File: src/pmi_pkg.sv
package pmi_pkg;
  localparam logic [7:0] OFS_MODE_SELECT = 8'h3E;
  localparam logic [7:0] OFS_EN_ONE = 8'h40;
  localparam logic [7:0] OFS_EN_TWO = 8'h41;
  localparam logic [7:0] OFS_EN_THREE = 8'h42;
  localparam logic [7:0] OFS_EN_FOUR = 8'h43;
  localparam logic [7:0] OFS_EN_FIVE = 8'h44;
  localparam logic [7:0] OFS_EN_SIX = 8'h45;
  localparam logic [7:0] OFS_ST_SUPPLY = 8'h48;
  localparam logic [7:0] OFS_ST_BATTERY = 8'h49;
  localparam logic [7:0] OFS_ST_TEMP = 8'h4A;
  localparam logic [7:0] OFS_ST_DIE = 8'h4B;
  localparam logic [7:0] OFS_ST_KEY = 8'h4C;
  localparam logic [7:0] OFS_ST_DETECT = 8'h4D;
  localparam logic [7:0] OFS_TS_HIGH = 8'h58;
  localparam logic [7:0] OFS_TS_LOW = 8'h59;
  localparam logic [7:0] OFS_AUX_HIGH = 8'h5A;
  localparam logic [7:0] OFS_AUX_LOW = 8'h5B;
  localparam logic [7:0] RST_MODE_SELECT = 8'h00;
  localparam logic [7:0] RST_EN_ONE = 8'hD8;
  localparam logic [7:0] RST_EN_TWO = 8'hFC;
  localparam logic [7:0] RST_EN_THREE = 8'hFF;
  localparam logic [7:0] RST_EN_FOUR = 8'h03;
  localparam logic [7:0] RST_EN_FIVE = 8'h7C;
  localparam logic [7:0] RST_EN_SIX = 8'h00;
  localparam logic [7:0] RST_STATUS = 8'h00;
  localparam logic [7:0] MODE_REDUCED_SERIAL = 8'h7C;
  localparam logic [7:0] MASK_EN_ONE = 8'hFC;
  localparam logic [7:0] MASK_EN_TWO = 8'hFC;
  localparam logic [7:0] MASK_EN_FOUR = 8'h87;
  localparam logic [7:0] MASK_EN_SIX = 8'h03;
  localparam int BIT_DIE_OVERTEMP = 7;
  localparam int BIT_USB_DETECT = 1;
  localparam int BIT_MULTIVALUE = 0;
  localparam int LV_MAINS = 0;
  localparam int LV_MAINS_OV = 1;
  localparam int LV_VBUS = 2;
  localparam int LV_VBUS_OV = 3;
  localparam int LV_BATTERY = 4;
  localparam int LV_SAFE_MODE = 5;
  localparam int LV_CHARGING = 6;
  localparam int LV_CHARGE_DONE = 7;
  localparam int LV_CHG_OT = 8;
  localparam int LV_CHG_UT = 9;
  localparam int LV_WRK_OT = 10;
  localparam int LV_WRK_UT = 11;
  localparam int LV_DIE_OT = 12;
  localparam int LV_WARN_ONE = 13;
  localparam int LV_WARN_TWO = 14;
  localparam int LV_COUNT = 15;
endpackage

File: src/pmi_irq_adc.sv
module pmi_irq_adc
  import pmi_pkg::*;
#(
  parameter int MV_WIDTH = 8,
  parameter int USB_STATE_WIDTH = 8
) (
  // clock and resets
  input wire logic i_clk,
  input wire logic i_rst,
  input wire logic i_por,
  // register port behind the serial interface
  input wire logic [7:0] i_reg_addr,
  input wire logic i_reg_wr,
  input wire logic i_reg_rd,
  input wire logic [7:0] i_reg_wdata,
  output logic [7:0] o_reg_rdata,
  output logic o_reduced_serial_bus_sel,
  // analog condition levels, asynchronous
  input wire logic i_mains_input,
  input wire logic i_mains_overvolt,
  input wire logic i_vbus_valid,
  input wire logic i_vbus_overvolt,
  input wire logic i_battery_present,
  input wire logic i_battery_safe_mode,
  input wire logic i_charging,
  input wire logic i_charge_done,
  input wire logic i_charge_overtemp,
  input wire logic i_charge_undertemp,
  input wire logic i_work_overtemp,
  input wire logic i_work_undertemp,
  input wire logic i_die_overtemp,
  input wire logic i_capacity_warn_one,
  input wire logic i_capacity_warn_two,
  // event pulses from on-chip logic
  input wire logic i_timer_timeout,
  input wire logic i_key_rise_flag,
  input wire logic i_key_fall_flag,
  input wire logic i_key_short_press_flag,
  input wire logic i_key_long_press_flag,
  input wire logic i_key_off_press_flag,
  input wire logic i_pin_one_edge,
  input wire logic i_pin_zero_edge,
  input wire logic i_aux_converter_done,
  // detection state from on-chip logic
  input wire logic [USB_STATE_WIDTH-1:0] i_usb_detect_state_reg,
  input wire logic [MV_WIDTH-1:0] i_multivalue_input_field,
  // conversion results
  input wire logic [11:0] i_temp_sense_result,
  input wire logic i_temp_sense_valid,
  input wire logic [11:0] i_aux_converter_result,
  input wire logic i_aux_converter_valid,
  // interrupt request
  output logic o_irq
);

  function automatic logic [7:0] flag_next(input logic [7:0] cur, input logic [7:0] set,
                                           input logic [7:0] clr);
    // set wins over any clear in the same cycle
    flag_next = (cur & ~clr) | set;
  endfunction

  function automatic logic [7:0] wr_mask(input logic [7:0] addr, input logic wr,
                                         input logic [7:0] ofs, input logic [7:0] data);
    wr_mask = (wr && (addr == ofs)) ? data : 8'h00;
  endfunction

  logic sys_rst;
  assign sys_rst = i_rst | i_por;

  logic [LV_COUNT-1:0] lv_raw;
  logic [LV_COUNT-1:0] lv_meta;
  logic [LV_COUNT-1:0] lv_sync;
  logic [LV_COUNT-1:0] lv_prev;
  logic [LV_COUNT-1:0] lv_rise;
  logic [LV_COUNT-1:0] lv_fall;
  logic [1:0] warm;
  logic primed;

  assign lv_raw = {i_capacity_warn_two, i_capacity_warn_one, i_die_overtemp, i_work_undertemp,
                   i_work_overtemp, i_charge_undertemp, i_charge_overtemp, i_charge_done,
                   i_charging, i_battery_safe_mode, i_battery_present, i_vbus_overvolt,
                   i_vbus_valid, i_mains_overvolt, i_mains_input};

  always_ff @(posedge i_clk) begin
    if (sys_rst) begin
      lv_meta <= '0;
      lv_sync <= '0;
      lv_prev <= '0;
    end else begin
      lv_meta <= lv_raw;
      lv_sync <= lv_meta;
      lv_prev <= lv_sync;
    end
  end

  // edges are suppressed until the synchroniser and history are filled
  always_ff @(posedge i_clk) begin
    if (sys_rst) begin
      warm <= 2'h0;
    end else if (warm != 2'h3) begin
      warm <= warm + 2'h1;
    end
  end

  assign primed = (warm == 2'h3);
  assign lv_rise = primed ? (lv_sync & ~lv_prev) : '0;
  assign lv_fall = primed ? (~lv_sync & lv_prev) : '0;

  logic [7:0] mode_select;
  logic [7:0] en_one;
  logic [7:0] en_two;
  logic [7:0] en_three;
  logic [7:0] en_four;
  logic [7:0] en_five;
  logic [7:0] en_six;

  always_ff @(posedge i_clk) begin
    if (i_por) begin
      mode_select <= RST_MODE_SELECT;
      o_reduced_serial_bus_sel <= 1'b0;
    end else if (i_reg_wr && i_reg_addr == OFS_MODE_SELECT) begin
      mode_select <= i_reg_wdata;
      o_reduced_serial_bus_sel <= (i_reg_wdata == MODE_REDUCED_SERIAL);
    end
  end

  // enables one to four keep their settings across system reset
  always_ff @(posedge i_clk) begin
    if (i_por) begin
      en_one <= RST_EN_ONE;
      en_two <= RST_EN_TWO;
      en_three <= RST_EN_THREE;
      en_four <= RST_EN_FOUR;
    end else if (i_reg_wr) begin
      if (i_reg_addr == OFS_EN_ONE) en_one <= i_reg_wdata & MASK_EN_ONE;
      if (i_reg_addr == OFS_EN_TWO) en_two <= i_reg_wdata & MASK_EN_TWO;
      if (i_reg_addr == OFS_EN_THREE) en_three <= i_reg_wdata;
      if (i_reg_addr == OFS_EN_FOUR) en_four <= i_reg_wdata & MASK_EN_FOUR;
    end
  end

  always_ff @(posedge i_clk) begin
    if (sys_rst) begin
      en_five <= RST_EN_FIVE;
    end else if (i_reg_wr && i_reg_addr == OFS_EN_FIVE) begin
      en_five <= i_reg_wdata;
    end
  end

  always_ff @(posedge i_clk) begin
    if (sys_rst) begin
      en_six <= RST_EN_SIX;
    end else if (i_reg_wr && i_reg_addr == OFS_EN_SIX) begin
      en_six <= i_reg_wdata & MASK_EN_SIX;
    end
  end

  logic [7:0] st_supply;
  logic [7:0] st_battery;
  logic [7:0] st_temp;
  logic [7:0] st_die;
  logic [7:0] st_key;
  logic [7:0] st_detect;
  logic [7:0] set_supply;
  logic [7:0] clr_supply;
  logic [7:0] set_battery;
  logic [7:0] clr_battery;
  logic [7:0] set_temp;
  logic [7:0] clr_temp;
  logic [7:0] set_die;
  logic [7:0] clr_die;
  logic [7:0] set_key;
  logic [7:0] set_detect;
  logic [7:0] next_st_die;

  // supply flags: over-voltage, rise, fall for mains then bus supply
  assign set_supply = {lv_rise[LV_MAINS_OV], lv_rise[LV_MAINS], lv_fall[LV_MAINS],
                       lv_rise[LV_VBUS_OV], lv_rise[LV_VBUS], lv_fall[LV_VBUS], 2'b00};
  assign clr_supply = {lv_fall[LV_MAINS_OV], lv_fall[LV_MAINS], lv_rise[LV_MAINS],
                       lv_fall[LV_VBUS_OV], lv_fall[LV_VBUS], lv_rise[LV_VBUS], 2'b00}
                      | wr_mask(i_reg_addr, i_reg_wr, OFS_ST_SUPPLY, i_reg_wdata);

  assign set_battery = {lv_rise[LV_BATTERY], lv_fall[LV_BATTERY], lv_rise[LV_SAFE_MODE],
                        lv_fall[LV_SAFE_MODE], lv_rise[LV_CHARGING], lv_rise[LV_CHARGE_DONE], 2'b00};
  assign clr_battery = {lv_fall[LV_BATTERY], lv_rise[LV_BATTERY],
                        lv_fall[LV_SAFE_MODE], lv_rise[LV_SAFE_MODE],
                        lv_fall[LV_CHARGING], lv_rise[LV_CHARGING], 2'b00}
                       | wr_mask(i_reg_addr, i_reg_wr, OFS_ST_BATTERY, i_reg_wdata);

  assign set_temp = {lv_rise[LV_CHG_OT], lv_fall[LV_CHG_OT], lv_rise[LV_CHG_UT], lv_fall[LV_CHG_UT],
                     lv_rise[LV_WRK_OT], lv_fall[LV_WRK_OT], lv_rise[LV_WRK_UT], lv_fall[LV_WRK_UT]};
  assign clr_temp = {lv_fall[LV_CHG_OT], lv_rise[LV_CHG_OT], lv_fall[LV_CHG_UT], lv_rise[LV_CHG_UT],
                     lv_fall[LV_WRK_OT], lv_rise[LV_WRK_OT], lv_fall[LV_WRK_UT], lv_rise[LV_WRK_UT]}
                    | wr_mask(i_reg_addr, i_reg_wr, OFS_ST_TEMP, i_reg_wdata);

  assign set_die = {lv_rise[LV_DIE_OT], 4'h0, i_aux_converter_done, lv_rise[LV_WARN_ONE],
                    lv_rise[LV_WARN_TWO]};
  // converter done has no automatic clear term
  assign clr_die = {lv_fall[LV_DIE_OT], 4'h0, 1'b0, lv_fall[LV_WARN_ONE], lv_fall[LV_WARN_TWO]}
                   | wr_mask(i_reg_addr, i_reg_wr, OFS_ST_DIE, i_reg_wdata);
  assign next_st_die = flag_next(st_die, set_die, clr_die);

  assign set_key = {i_timer_timeout, i_key_rise_flag, i_key_fall_flag, i_key_short_press_flag,
                    i_key_long_press_flag, i_key_off_press_flag, i_pin_one_edge, i_pin_zero_edge};

  always_ff @(posedge i_clk) begin
    if (i_por) begin
      st_supply <= RST_STATUS;
      st_battery <= RST_STATUS;
    end else begin
      st_supply <= flag_next(st_supply, set_supply, clr_supply);
      st_battery <= flag_next(st_battery, set_battery, clr_battery);
    end
  end

  always_ff @(posedge i_clk) begin
    if (sys_rst) begin
      st_temp <= RST_STATUS;
    end else begin
      st_temp <= flag_next(st_temp, set_temp, clr_temp);
    end
  end

  // die flag survives system reset, the lower bits do not
  always_ff @(posedge i_clk) begin
    if (i_por) begin
      st_die <= RST_STATUS;
    end else if (i_rst) begin
      st_die <= {next_st_die[BIT_DIE_OVERTEMP], RST_STATUS[6:0]};
    end else begin
      st_die <= next_st_die;
    end
  end

  always_ff @(posedge i_clk) begin
    if (sys_rst) begin
      st_key <= RST_STATUS;
    end else begin
      st_key <= flag_next(st_key, set_key, wr_mask(i_reg_addr, i_reg_wr, OFS_ST_KEY, i_reg_wdata));
    end
  end

  logic [USB_STATE_WIDTH-1:0] usb_state_prev;
  logic [MV_WIDTH-1:0] mv_prev;

  always_ff @(posedge i_clk) begin
    if (sys_rst) begin
      usb_state_prev <= '0;
      mv_prev <= '0;
    end else begin
      usb_state_prev <= i_usb_detect_state_reg;
      mv_prev <= i_multivalue_input_field;
    end
  end

  assign set_detect = {6'h00,
                       primed && (i_usb_detect_state_reg != usb_state_prev),
                       primed && (i_multivalue_input_field != mv_prev)};

  // bus supply falling edge acts as a reset and beats a simultaneous change event
  always_ff @(posedge i_clk) begin
    if (i_por || lv_fall[LV_VBUS]) begin
      st_detect <= RST_STATUS;
    end else begin
      st_detect <= flag_next(st_detect, set_detect,
                             wr_mask(i_reg_addr, i_reg_wr, OFS_ST_DETECT, i_reg_wdata));
    end
  end

  logic [11:0] ts_result;
  logic [11:0] aux_result;

  always_ff @(posedge i_clk) begin
    if (sys_rst) begin
      ts_result <= 12'h000;
    end else if (i_temp_sense_valid) begin
      ts_result <= i_temp_sense_result;
    end
  end

  always_ff @(posedge i_clk) begin
    if (sys_rst) begin
      aux_result <= 12'h000;
    end else if (i_aux_converter_valid) begin
      aux_result <= i_aux_converter_result;
    end
  end

  logic [7:0] read_value;

  always_comb begin
    case (i_reg_addr)
      OFS_MODE_SELECT: read_value = mode_select;
      OFS_EN_ONE: read_value = en_one;
      OFS_EN_TWO: read_value = en_two;
      OFS_EN_THREE: read_value = en_three;
      OFS_EN_FOUR: read_value = en_four;
      OFS_EN_FIVE: read_value = en_five;
      OFS_EN_SIX: read_value = en_six;
      OFS_ST_SUPPLY: read_value = st_supply;
      OFS_ST_BATTERY: read_value = st_battery;
      OFS_ST_TEMP: read_value = st_temp;
      OFS_ST_DIE: read_value = st_die;
      OFS_ST_KEY: read_value = st_key;
      OFS_ST_DETECT: read_value = st_detect;
      OFS_TS_HIGH: read_value = ts_result[11:4];
      OFS_TS_LOW: read_value = {4'h0, ts_result[3:0]};
      OFS_AUX_HIGH: read_value = aux_result[11:4];
      OFS_AUX_LOW: read_value = {4'h0, aux_result[3:0]};
      default: read_value = 8'h00;
    endcase
  end

  always_ff @(posedge i_clk) begin
    if (sys_rst) begin
      o_reg_rdata <= 8'h00;
    end else if (i_reg_rd) begin
      o_reg_rdata <= read_value;
    end
  end

  logic [7:0] pend;

  assign pend = (st_supply & en_one) | (st_battery & en_two) | (st_temp & en_three)
                | (st_die & en_four) | (st_key & en_five) | (st_detect & en_six);
  assign o_irq = |pend;

  a_en_five_reset: assert property (@(posedge i_clk) $fell(sys_rst) |-> en_five == 8'h7C)
    else $error("enable five not at reset value after reset");

  a_en_six_reserved: assert property (@(posedge i_clk) disable iff (sys_rst) en_six[7:2] == 6'h00)
    else $error("enable six reserved bits set");

  a_mains_ov_clear: assert property (@(posedge i_clk) disable iff (sys_rst)
    lv_fall[LV_MAINS_OV] |=> !st_supply[7])
    else $error("mains over-voltage flag kept after return to normal");

  a_mains_rise_swap: assert property (@(posedge i_clk) disable iff (sys_rst)
    lv_rise[LV_MAINS] |=> st_supply[6] && !st_supply[5])
    else $error("mains rise did not set rise and clear fall");

  a_battery_swap: assert property (@(posedge i_clk) disable iff (sys_rst)
    lv_fall[LV_BATTERY] |=> st_battery[6] && !st_battery[7])
    else $error("battery removal did not set absent and clear attached");

  a_vbus_fall_wipe: assert property (@(posedge i_clk) disable iff (i_por)
    lv_fall[LV_VBUS] |=> st_detect == 8'h00 && !(|(st_detect & en_six)))
    else $error("status six not cleared by bus supply fall");

  a_key_w1c_clear: assert property (@(posedge i_clk) disable iff (sys_rst)
    (i_reg_wr && i_reg_addr == OFS_ST_KEY && i_reg_wdata[6] && !i_key_rise_flag) |=> !st_key[6])
    else $error("key rise flag not cleared by write one");

  a_key_no_autoclr: assert property (@(posedge i_clk) disable iff (sys_rst)
    !(i_reg_wr && i_reg_addr == OFS_ST_KEY) |=> (($past(st_key) & ~st_key) == 8'h00))
    else $error("key flag lost without a write of one");

  a_mv_change_set: assert property (@(posedge i_clk) disable iff (sys_rst)
    (primed && $changed(i_multivalue_input_field) && !lv_fall[LV_VBUS]) ##1 !lv_fall[LV_VBUS]
    |-> ##1 st_detect[BIT_MULTIVALUE])
    else $error("multivalue change did not set its flag");

  a_aux_low_nibble: assert property (@(posedge i_clk) disable iff (sys_rst)
    (i_reg_rd && i_reg_addr == OFS_AUX_LOW) |=> o_reg_rdata == {4'h0, aux_result[3:0]})
    else $error("converter low register read wrong");

  a_die_por_only: assert property (@(posedge i_clk) disable iff (i_por)
    (i_rst && !lv_fall[LV_DIE_OT]) |=> st_die[BIT_DIE_OVERTEMP] == $past(st_die[BIT_DIE_OVERTEMP])
      && st_die[6:0] == 7'h00)
    else $error("die over-temperature flag disturbed by system reset");

  a_irq_release: assert property (@(posedge i_clk) disable iff (sys_rst)
    (pend == 8'h00) [*2] |-> !o_irq)
    else $error("interrupt held without pending flag");

endmodule

File: config.mk
export PLATFORM = sky130hd
export DESIGN_NAME = pmi_irq_adc
export DESIGN_NICKNAME = d
export VERILOG_FILES = /design/src/pmi_pkg.sv /design/src/pmi_irq_adc.sv
export SDC_FILE = /design/constraint.sdc
export NUM_CORES = 1
export LEC_CHECK = 0
export BUFFER_PORTS_ARGS = -buffer_cell sky130_fd_sc_hd__buf_4
export CAP_MARGIN = 20
export CORE_MARGIN = 2
export CORE_UTILIZATION = 62
export CTS_CLUSTER_SIZE = 12
export DETAILED_ROUTE_END_ITERATION = 8
export PLACE_DENSITY = 0.95
export SLEW_MARGIN = 20
export SYNTH_ARGS = -nofsm -noshare
export SYNTH_HDL_FRONTEND = slang
export SYNTH_SLANG_ARGS = --single-unit
File: constraint.sdc
create_clock -name i_clk -period 2.7 [get_ports i_clk]
set_input_delay 0.135 -clock i_clk [delete_from_list [all_inputs] [get_ports i_clk]]
set_output_delay 0.135 -clock i_clk [all_outputs]
set_load 0.02 [all_outputs]
==> qor.yml, run 1 <==
run_status:
  status: "complete, but fails checks"
  violations: "design-rule violations"
job:
  cap_violations: 0
finish:
  final_area_mm2: 0.0101
  drive_gt1_frac: 0.172
  final_cells: 1219
  nNetsFinal: 1122
  area_growth_pct: 26.3
power:
  ir_drop_uv: 574
  p_leak_nw: 4.06
  p_per_area_mw_per_mm2: 589
  p_total_mw: 5.95
synthesis:
  yosysSeqAreaShare: 0.466
  synthArstFlopShare: 0
  yosys_warnings: 0
  syn-num-nets: 981
  synthCells: 893
  synth.distinct_cells: 64
  synth_edf_count: 0
  ys_ff_latch: 186
  synth_area_mm2: 0.00800
  ys.flop_type: "dfxtp_1"
  avgSynthCellArea_um2: 8.95
critical_path:
  cp-end-kind: "primary output"
  cp_data_required_time_ns: 2.57
  rr_worst_depth: 7
  arrival_ns: 2.15
  start_kind: "flip-flop"
  crit_type: "reg -> out"
  cp_max_fo: 3
placed_design:
  place.gp.congestion: 1.04
  port_buffers: 96
  dpl.hpwl_mm: 17.7
  placed_area_mm2: 0.00885
  placedCellCount: 1121
sta:
  finalSetupViolCount: 0
  post-route-period-util: 0.846
  timing.fmax_ghz: 0.438
  relSlewSlack: 0.428
  rsz0062_at_grt: "no"
  fin_worst_skew_ns: 0.0142
  hold_viol_final: 0
  slew_viol_final: 0
  worst_slew_pin_slew_ns: 0.854
  tns_ns: 0
  period_needed_ns: 2.28
clock_tree:
  cts.sinks: 186
  cts_tree: "built"
  numCtsBuffers: 17
  root_buffer: "clkbuf_16"
  worstSkewPairLatency_ns: 0.45
  clkTransAtPathRegs_ns: 0.07
  cts_buffer_depth: 2
  cts_max_level: 4
  ctsResizeCount: 0
route:
  via_count: 8241
  post-route-drc-count: 3
  ant_nets: 0
  wl_per_cell_um: 24.9
  first_pass_iters: 9
  finalWirelength_mm: 30.3
  detail_route.iter0.violations: 1242
  viasPerCell: 6.76
min_path:
  min_path_type: "in -> reg"
  min_path_cells: 2
floorplan:
  ios: 97
  chipHeight_um: 118
  fp.dieArea_mm2: 0.0138
  coreArea_mm2: 0.0126
  initial_core_util: 0.634
  dieWidth_um: 118
  rows: 41
grt:
  grt_pass1_vias: 8360
  grt_pass1_wl_mm: 46.5
  grt_antenna_before_repair: 1
  grt_use_total: 0.438
  grt_start_max_net_pins: 41
  overflow: 0
[placed cells by master (no fill, tap or decap), drive strengths merged, types with 6 or more instances in the layout]
cell type and count:
buf 112, nand2b 10, dlygate4sd3 66, a221oi 12
a22oi 30, nand4 6, nor2 78, o211ai 6
nand3 35, nand3b 6, a21boi 6, dfxtp 186
a31oi 13, a32o 7, and3 6, nor3 15
a22o 10, clkinv 7, nor2b 8, a21oi 50
and2 62, mux2 12, inv 12, xor2 17
nand2 134, clkbuf 17, o21ai 14, mux2i 50
[metal layers]
metal | vias up | track usage | routed length (µm)
met4 | 0 | 0.306 | 2410
met2 | 772 | 0.699 | 13800
met5 | - | 0 | 0
met3 | 257 | 0.128 | 4170
li1 | 3446 | - | -
met1 | 3766 | 0.506 | 9920
[kinds of logic after synthesis]
family / after synthesis / share of synthesized area
AND/OR/NAND/NOR: 378 / 0.236
flip-flops: 186 / 0.466
AO/OA/AOI/OAI: 183 / 0.159
multiplexers: 65 / 0.0879
buffers and inverters: 63 / 0.0311
XOR/XNOR: 17 / 0.0186
adder cells (fa/ha/maj): 1 / 0.00156
[cell type report]
cell class / count / area, µm²
flip-flops and latches: 186 / 3720
diodes: 1 / 2.50
repair buffers: 178 / 1510
clock buffers: 17 / 425
fillers: 754 / 2520
multi-input cells: 644 / 4030
well taps: 172 / 215
inverters: 7 / 26.3
clock inverters: 14 / 159
[report_power, final]
group | internal [mW] | switching [mW]
sequential | 2.79 | 0.0400
combinational | 0.258 | 0.305
clock | 1.38 | 1.17
total | 4.43 | 1.52
[worst paths after layout]
kind	from	end	slack, ns
worst max-delay path	en_one[6]	o_irq	0.42
worst min-delay path	i_reg_wdata[4]	st_detect[4]	0.03
worst min register to register	lv_meta[0]	lv_sync[0]	0.43
worst max register to register	warm[0]	st_detect[3]	0.65
[critical path: stages (launching register included)]
cell and delay (ns):
dfxtp_1 0.40, a22o_1 0.24, a221oi_1 0.28, nand4_1 0.14, nor3_1 0.22, nand4_1 0.20
buf_4 0.21
[flip-flops by register name (all words and copies together), names as in the netlist, 12 cells and up]
register	count
lv_sync	15
aux_result	12
ts_result	12
lv_meta	15
lv_prev	15
[stage by stage]
step,worst slack [ns],hold slack (ns),util
detailed placement,0.488,0.341,0.701
CTS,0.497,0.00857,0.800
global route,0.343,0.0256,0.800
global placement,0.572,0.336,0.701
floorplan,0.915,0.252,-
finish,0.416,0.0323,0.800
[timing repair]
action / CTS / global route
setup buffers: 0 / 0
hold buffers: 66 / 0
endpoints found under the hold margin: 70 / 0
[cells in the mapped netlist (7+ instances only)]
cell	count	area (µm²)
nor2_1	75	282
o21ai_0	11	55.1
mux2_2	12	135
a22oi_1	30	225
clkbuf_1	40	150
nand2b_1	10	62.6
nand2_1	134	503
nand3_1	35	175
dfxtp_1	186	3720
nor2b_1	8	50.1
a22o_1	10	87.6
a221oi_1	11	96.3
and2_1	62	388
a31oi_1	13	81.3
buf_1	11	41.3
mux2i_1	50	500
a32o_1	7	70.1
xor2_1	17	149
a21oi_1	50	250
nor3_1	8	40.0
(Power assumes the default switching activity.)
==> run 2: changes to the inputs <==
CORE_UTILIZATION = 52   (was 62)
PLACE_DENSITY = 0.86   (was 0.95)
clock period = 1.9 ns   (was 2.7 ns; I/O delays follow)
==> run 2 against run 1 <==
Against the previous run: the flow finishes with violations (negative setup slack); global-route usage down 9.4 points; via count fell by 4.1%; cell area is 4.6% higher; non-clock buffer count is 56 higher; worst hold slack worse by 0.0051 ns; sequential share of layout area down 1.6 points; first-iteration DRC count down 13%; die area up 19%; clock-buffer cell count up 4; highest routed layer unchanged; combinational power rose by 47%; worst setup slack worse by 0.45 ns.
==> qor.yml, run 2 (synthesis results as in run 1) <==
critical_path:
  r2r-start: "warm[0]"
  start_kind: "flip-flop"
  crit_type: "reg -> out"
  r2r_slack_ns: 0.11  # -0.54 ns
  arrival_ns: 1.83  # -0.32 ns
  cp_data_required_time_ns: 1.80  # -0.77 ns
  cp_max_fo: 3  # unchanged
  slowest_stage: "dfxtp_2"
  r2r_end: "st_battery[7]"
  rr_worst_depth: 5  # -2
  max_stage_delay_ns: 0.34  # -0.06 ns
  cp_cell_sequence: "a22o_1 -> a221oi_2 -> nand3_1 -> nor3_2 -> nand4_1 -> buf_4"
  cp-end-kind: "primary output"
job:
  cap_violations: 0  # unchanged
sta:
  rsz0062_at_grt: "yes"
  finalSetupViolCount: 1  # +1
  fin_worst_skew_ns: 0.0104  # -0.00374 ns
  timing.fmax_ghz: 0.518
  relSlewSlack: 0.348  # -0.0806
  slew_viol_final: 0  # unchanged
  setup_slack_ns: -0.0294  # -0.446 ns
  hold_viol_final: 0  # unchanged
  worst_slew_pin_slew_ns: 0.970  # +0.116 ns
  period_needed_ns: 1.93
  whs_ns: 0.0272  # -0.00512 ns
  post-route-period-util: 1.02
clock_tree:
  numCtsBuffers: 17  # unchanged
  cts_tree: "built"
  worstSkewPairLatency_ns: 0.44  # about the same
  cts_buffer_depth: 2  # unchanged
  cts_max_level: 4  # unchanged
  cts.sinks: 186  # unchanged
  root_buffer: "clkbuf_16"
  clkTransAtPathRegs_ns: 0.06  # about the same
route:
  wl_per_cell_um: 21.5  # -14%
  viasPerCell: 6.12  # -9.5%
  ant_nets: 0  # unchanged
  detail_route.iter0.violations: 1078  # -13%
  post-route-drc-count: 0  # -3
  via_count: 7901  # -4.1%
  finalWirelength_mm: 27.7  # -8.5%
  first_pass_iters: 8  # -1
floorplan:
  initial_core_util: 0.530  # -0.104
  coreArea_mm2: 0.0151  # +20%
  ios: 97  # unchanged
  dieWidth_um: 128  # +8.9%
  rows: 45  # +9.8%
  fp.dieArea_mm2: 0.0164  # +19%
  chipHeight_um: 128  # +8.9%
placed_design:
  placedCellCount: 1188  # +6.0%
  place.gp.congestion: 1.01  # -3.1%
  dpl.hpwl_mm: 18.3  # +3.0%
  placed_area_mm2: 0.00927  # +4.7%
  port_buffers: 96  # unchanged
  pre_cts_ws_ns: -0.0703  # -0.558 ns
grt:
  grt_antenna_before_repair: 1  # unchanged
  overflow: 0  # unchanged
  grt_pass1_vias: 7666  # -8.3%
  grt_pass1_wl_mm: 42.5  # -8.6%
  grt_use_total: 0.344  # -0.0941
  grt_start_max_net_pins: 38  # -7.3%
finish:
  final_common_cell: "dfxtp_1"
  fill_cells: 1092  # +45%
  reg.largest.list: "lv_meta x15, lv_prev x15, lv_sync x15"
  diodes: 0  # -1
  final_area_mm2: 0.0106  # +4.6%
  ff_latch_area_mm2: 0.00373  # +0.20%
  area_growth_pct: 32.1
  drive_gt1_frac: 0.218  # +0.0455
  nNetsFinal: 1178  # +5.0%
  multiInputGateArea_mm2: 0.00406  # +0.59%
  mostFrequentLayoutCells: "dfxtp_1, buf_4, nand2_1"
  final_cells: 1291  # +5.9%
  fin_util: 0.700  # -0.100
min_path:
  min_path_type: "in -> reg"
  holdPathEnd: "en_five[0]"
  hp-start: "i_reg_wdata[0]"
  min_path_cells: 3  # +1
run_status:
  status: "complete, but fails checks"
  violations: "negative setup slack"
power:
  ir_drop_uv: 818  # +43%
  p_leak_nw: 4.33  # +6.6%
  p_per_area_mw_per_mm2: 786  # +33%
run 2: layout make-up:
class / count / share of cell area
inverters: 7 / 0.00249
clock inverters: 11 / 0.0103
multi-input cells: 644 / 0.384
well taps: 188 / 0.0223
repair buffers: 234 / 0.185
clock buffers: 21 / 0.0426
flip-flops and latches: 186 / 0.353
run 2: worst max-delay path, delay by kind of cell (launching register included):
kind	cells	cell delay (ns)
compound gates	2	0.44
simple gates	3	0.44
flops	1	0.34
buf+inv	1	0.19
run 2: timing repair:
action                                  4_1_cts  5_1_grt
hold buffers                                 70        0
endpoints found under the setup margin        1        2
hold endpoints to repair                     74        0
gates cloned                                  0        0
pin swaps                                     6        1
resized for setup                             9        1
buffers inserted                              1        0
run 2: worst max path at each step:
| stage | startpoint | end | depth (start not counted) |
|---|---|---|---|
| 6_report | en_five[4] | o_irq | 6 |
| 5_1_grt | en_three[3] | o_irq | 6 |
| 4_1_cts | st_supply[6] | o_irq | 6 |
| 3_5_place_dp | i_reg_addr[5] | o_reg_rdata[1] | 7 |
| 3_3_place_gp | i_reg_addr[5] | o_reg_rdata[7] | 7 |
| 2_1_floorplan | i_reg_addr[5] | st_battery[4] | 7 |
run 2: through the flow:
step / setup TNS, ns / total power [mW]
4_1_cts: -0.0413 / 8.24
3_5_place_dp: -0.189 / 4.78
3_3_place_gp: -0.00833 / 4.76
2_1_floorplan: 0 / 4.43
6_report: -0.0294 / 8.30
5_1_grt: -0.133 / 8.50
run 2: metal layers:
metal / track usage / routed length, µm
met3: 0.100 / 3160
met2: 0.551 / 12600
met1: 0.424 / 10500
met5: 0 / 0
met4: 0.171 / 1490
run 2: where the power goes:
part / switching (mW) / internal [mW] / leakage (nW) / total [mW]
logic: 0.418 / 0.409 / 2.55 / 0.827
registers: 0.0526 / 3.97 / 1.51 / 4.02
clock network: 1.59 / 1.87 / 0.272 / 3.45
total: 2.06 / 6.24 / 4.33 / 8.30
==> run 3: changes to the inputs <==
CORE_ASPECT_RATIO = 0.7   (was default)
==> run 3 against run 2 <==
Against the previous run: the flow still finishes with violations (negative setup slack); worst setup slack worse by 0.28 ns; via count down 0.48%; clock skew is 0.0020 ns higher; register-to-register slack worse by 0.03 ns; die area barely moved; fmax shrank 13%; largest cell class unchanged; highest routed layer unchanged.
==> qor.yml, run 3 (synthesis results as in run 1) <==
run_status:
  status: "complete, but fails checks"
  violations: "negative setup slack"
sta:
  relSlewSlack: 0.371  # +0.0229
  worst_slew_pin_slew_ns: 0.936  # -0.0341 ns
  rsz0062_at_grt: "yes"
  period_needed_ns: 2.21  # +0.278 ns
  slew_viol_final: 0  # unchanged
  post-route-period-util: 1.16  # +0.146
  timing.fmax_ghz: 0.453  # -13%
  tns_ns: -0.308  # -0.278 ns
  finalSetupViolCount: 1  # unchanged
  fin_worst_skew_ns: 0.0124  # +0.00197 ns
  hold_viol_final: 0  # unchanged
  setup_slack_ns: -0.308  # -0.278 ns
floorplan:
  fp.dieArea_mm2: 0.0164  # about the same
  dieWidth_um: 152  # +19%
  coreArea_mm2: 0.0149  # -1.5%
  ios: 97  # unchanged
  initial_core_util: 0.538  # +0.00817
  rows: 37  # -18%
  chipHeight_um: 108  # -16%
finish:
  fin_util: 0.718  # +0.0182
  nNetsFinal: 1180  # +0.17%
  multiInputGateArea_mm2: 0.00406  # unchanged
  drive_gt1_frac: 0.220  # +0.00232
  area_growth_pct: 33.5
  reg.largest.list: "lv_meta x15, lv_prev x15, lv_sync x15"
  fill_cells: 1090  # -0.18%
  mostFrequentLayoutCells: "dfxtp_1, buf_4, nand2_1"
  final_area_mm2: 0.0107  # +1.0%
  ff_latch_area_mm2: 0.00373  # about the same
  final_common_cell: "dfxtp_1"
  diodes: 0  # unchanged
clock_tree:
  numCtsBuffers: 17  # unchanged
  cts_max_level: 4  # unchanged
  root_buffer: "clkbuf_16"
  cts_tree: "built"
  clkTransAtPathRegs_ns: 0.07  # about the same
  cts.sinks: 186  # unchanged
  worstSkewPairLatency_ns: 0.44  # about the same
  cts_buffer_depth: 2  # unchanged
grt:
  grt-busiest-layer: "met2"
  overflow: 0  # unchanged
  grt_antenna_before_repair: 0  # -1
  grt_pass1_vias: 7531  # -1.8%
  grt_pass1_wl_mm: 42.4  # -0.40%
  grt_use_total: 0.339  # -0.00524
  grt_use_met1: 0.448  # +0.0234
  grtUsageMet3: 0.148  # +0.0480
  grt_start_max_net_pins: 42  # +11%
  grt.met2_usage: 0.494  # -0.0572
min_path:
  min_path_type: "in -> reg"
  hp-start: "i_reg_wdata[1]"
placed_design:
  port_buffers: 96  # unchanged
  placed_area_mm2: 0.00935  # +0.88%
  pre_cts_ws_ns: -0.0603  # +0.00994 ns
  place.gp.congestion: 1.04  # +3.2%
  dpl.hpwl_mm: 19.5  # +6.7%
power:
  p_leak_nw: 4.37  # +0.96%
  ir_drop_uv: 558  # -32%
  p_per_area_mw_per_mm2: 794  # +1.1%
critical_path:
  crit_path_frequent_cell: "nand4_1"
  slowest_stage: "a22oi_1"
  r2r-start: "en_two[7]"
  cp_max_fo: 4  # +1
  max_stage_delay_ns: 0.43  # +0.09 ns
  cp_cell_sequence: "a22oi_1 -> nand4_1 -> nor3_2 -> nand4_1 -> buf_4"
  cp-end-kind: "primary output"
  crit_type: "reg -> out"
  cp_data_required_time_ns: 1.80  # about the same
  critPathLaunch: "st_battery[4]"
  arrival_ns: 2.11  # +0.28 ns
  start_kind: "flip-flop"
route:
  ant_nets: 0  # unchanged
  detail_route.iter0.violations: 1177  # +9.2%
  viasPerCell: 6.05  # -1.2%
  via_count: 7863  # -0.48%
  finalWirelength_mm: 27.4  # -1.0%
  first_pass_iters: 6  # -2
  wl_per_cell_um: 21.1  # -1.7%
  post-route-drc-count: 0  # unchanged
job:
  cap_violations: 0  # unchanged
## run 3: changes by cell type in the layout (fill, tap and decap cells not counted), sizes merged
cell and change:
clkinv +3, clkbuf -4, buf +2, clkinvlp -2, inv +3
## run 3: path summary, 6_finish.rpt
| path | end | slack [ns] | cells past startpoint |
|---|---|---|---|
| setup / recovery | o_irq | -0.31 | 5 |
| hold / removal | en_five[1] | 0.03 | 3 |
| setup reg to reg | o_reg_rdata[7] | 0.08 | 4 |
| hold reg to reg | lv_sync[0] | 0.43 | 1 |
## run 3: routing by layer
metal | up-vias | share of wire
li1 | 3559 | -
met1 | 3689 | 0.41
met2 | 541 | 0.41
met3 | 74 | 0.15
met4 | 0 | 0.028
met5 | - | 0
## run 3: per-stage QoR
step                total power, mW  hold WS (ns)  cells
detailed placement             4.79         0.299   1198
CTS                            8.45       0.00365   1300
global placement               4.78         0.297   1198
floorplan                      4.43         0.212    893
global route                   8.71        0.0288   1300
finish                         8.47        0.0270   1300
## run 3: worst max-delay path, delay by kind of cell, from the launching register on
family | cells | cell delay, ns
simple gates | 3 | 0.64
compound gates | 1 | 0.43
flops | 1 | 0.37
buf+inv | 1 | 0.23
## run 3: what timing repair did
action | CTS | global route
pin swaps | 5 | 0
hold endpoints to repair | 78 | 0
endpoints found under the setup margin | 1 | 1
setup buffers | 0 | 0
gates resized for setup | 7 | 1
hold buffers | 70 | 0
## run 3: where the power goes
group | total (mW) | internal (mW) | switching, mW | leakage (nW)
Combinational | 0.844 | 0.413 | 0.432 | 2.56
Sequential | 4.02 | 3.96 | 0.0502 | 1.51
Clock | 3.61 | 1.89 | 1.73 | 0.297
## run 3: final cells by class
cell class | instances | area share
inverters | 7 | 0.00246
well taps | 195 | 0.0229
clock buffers | 17 | 0.0399
clock inverters | 15 | 0.0162
flip-flops and latches | 186 | 0.349
repair buffers | 236 | 0.189
multi-input cells | 644 | 0.380
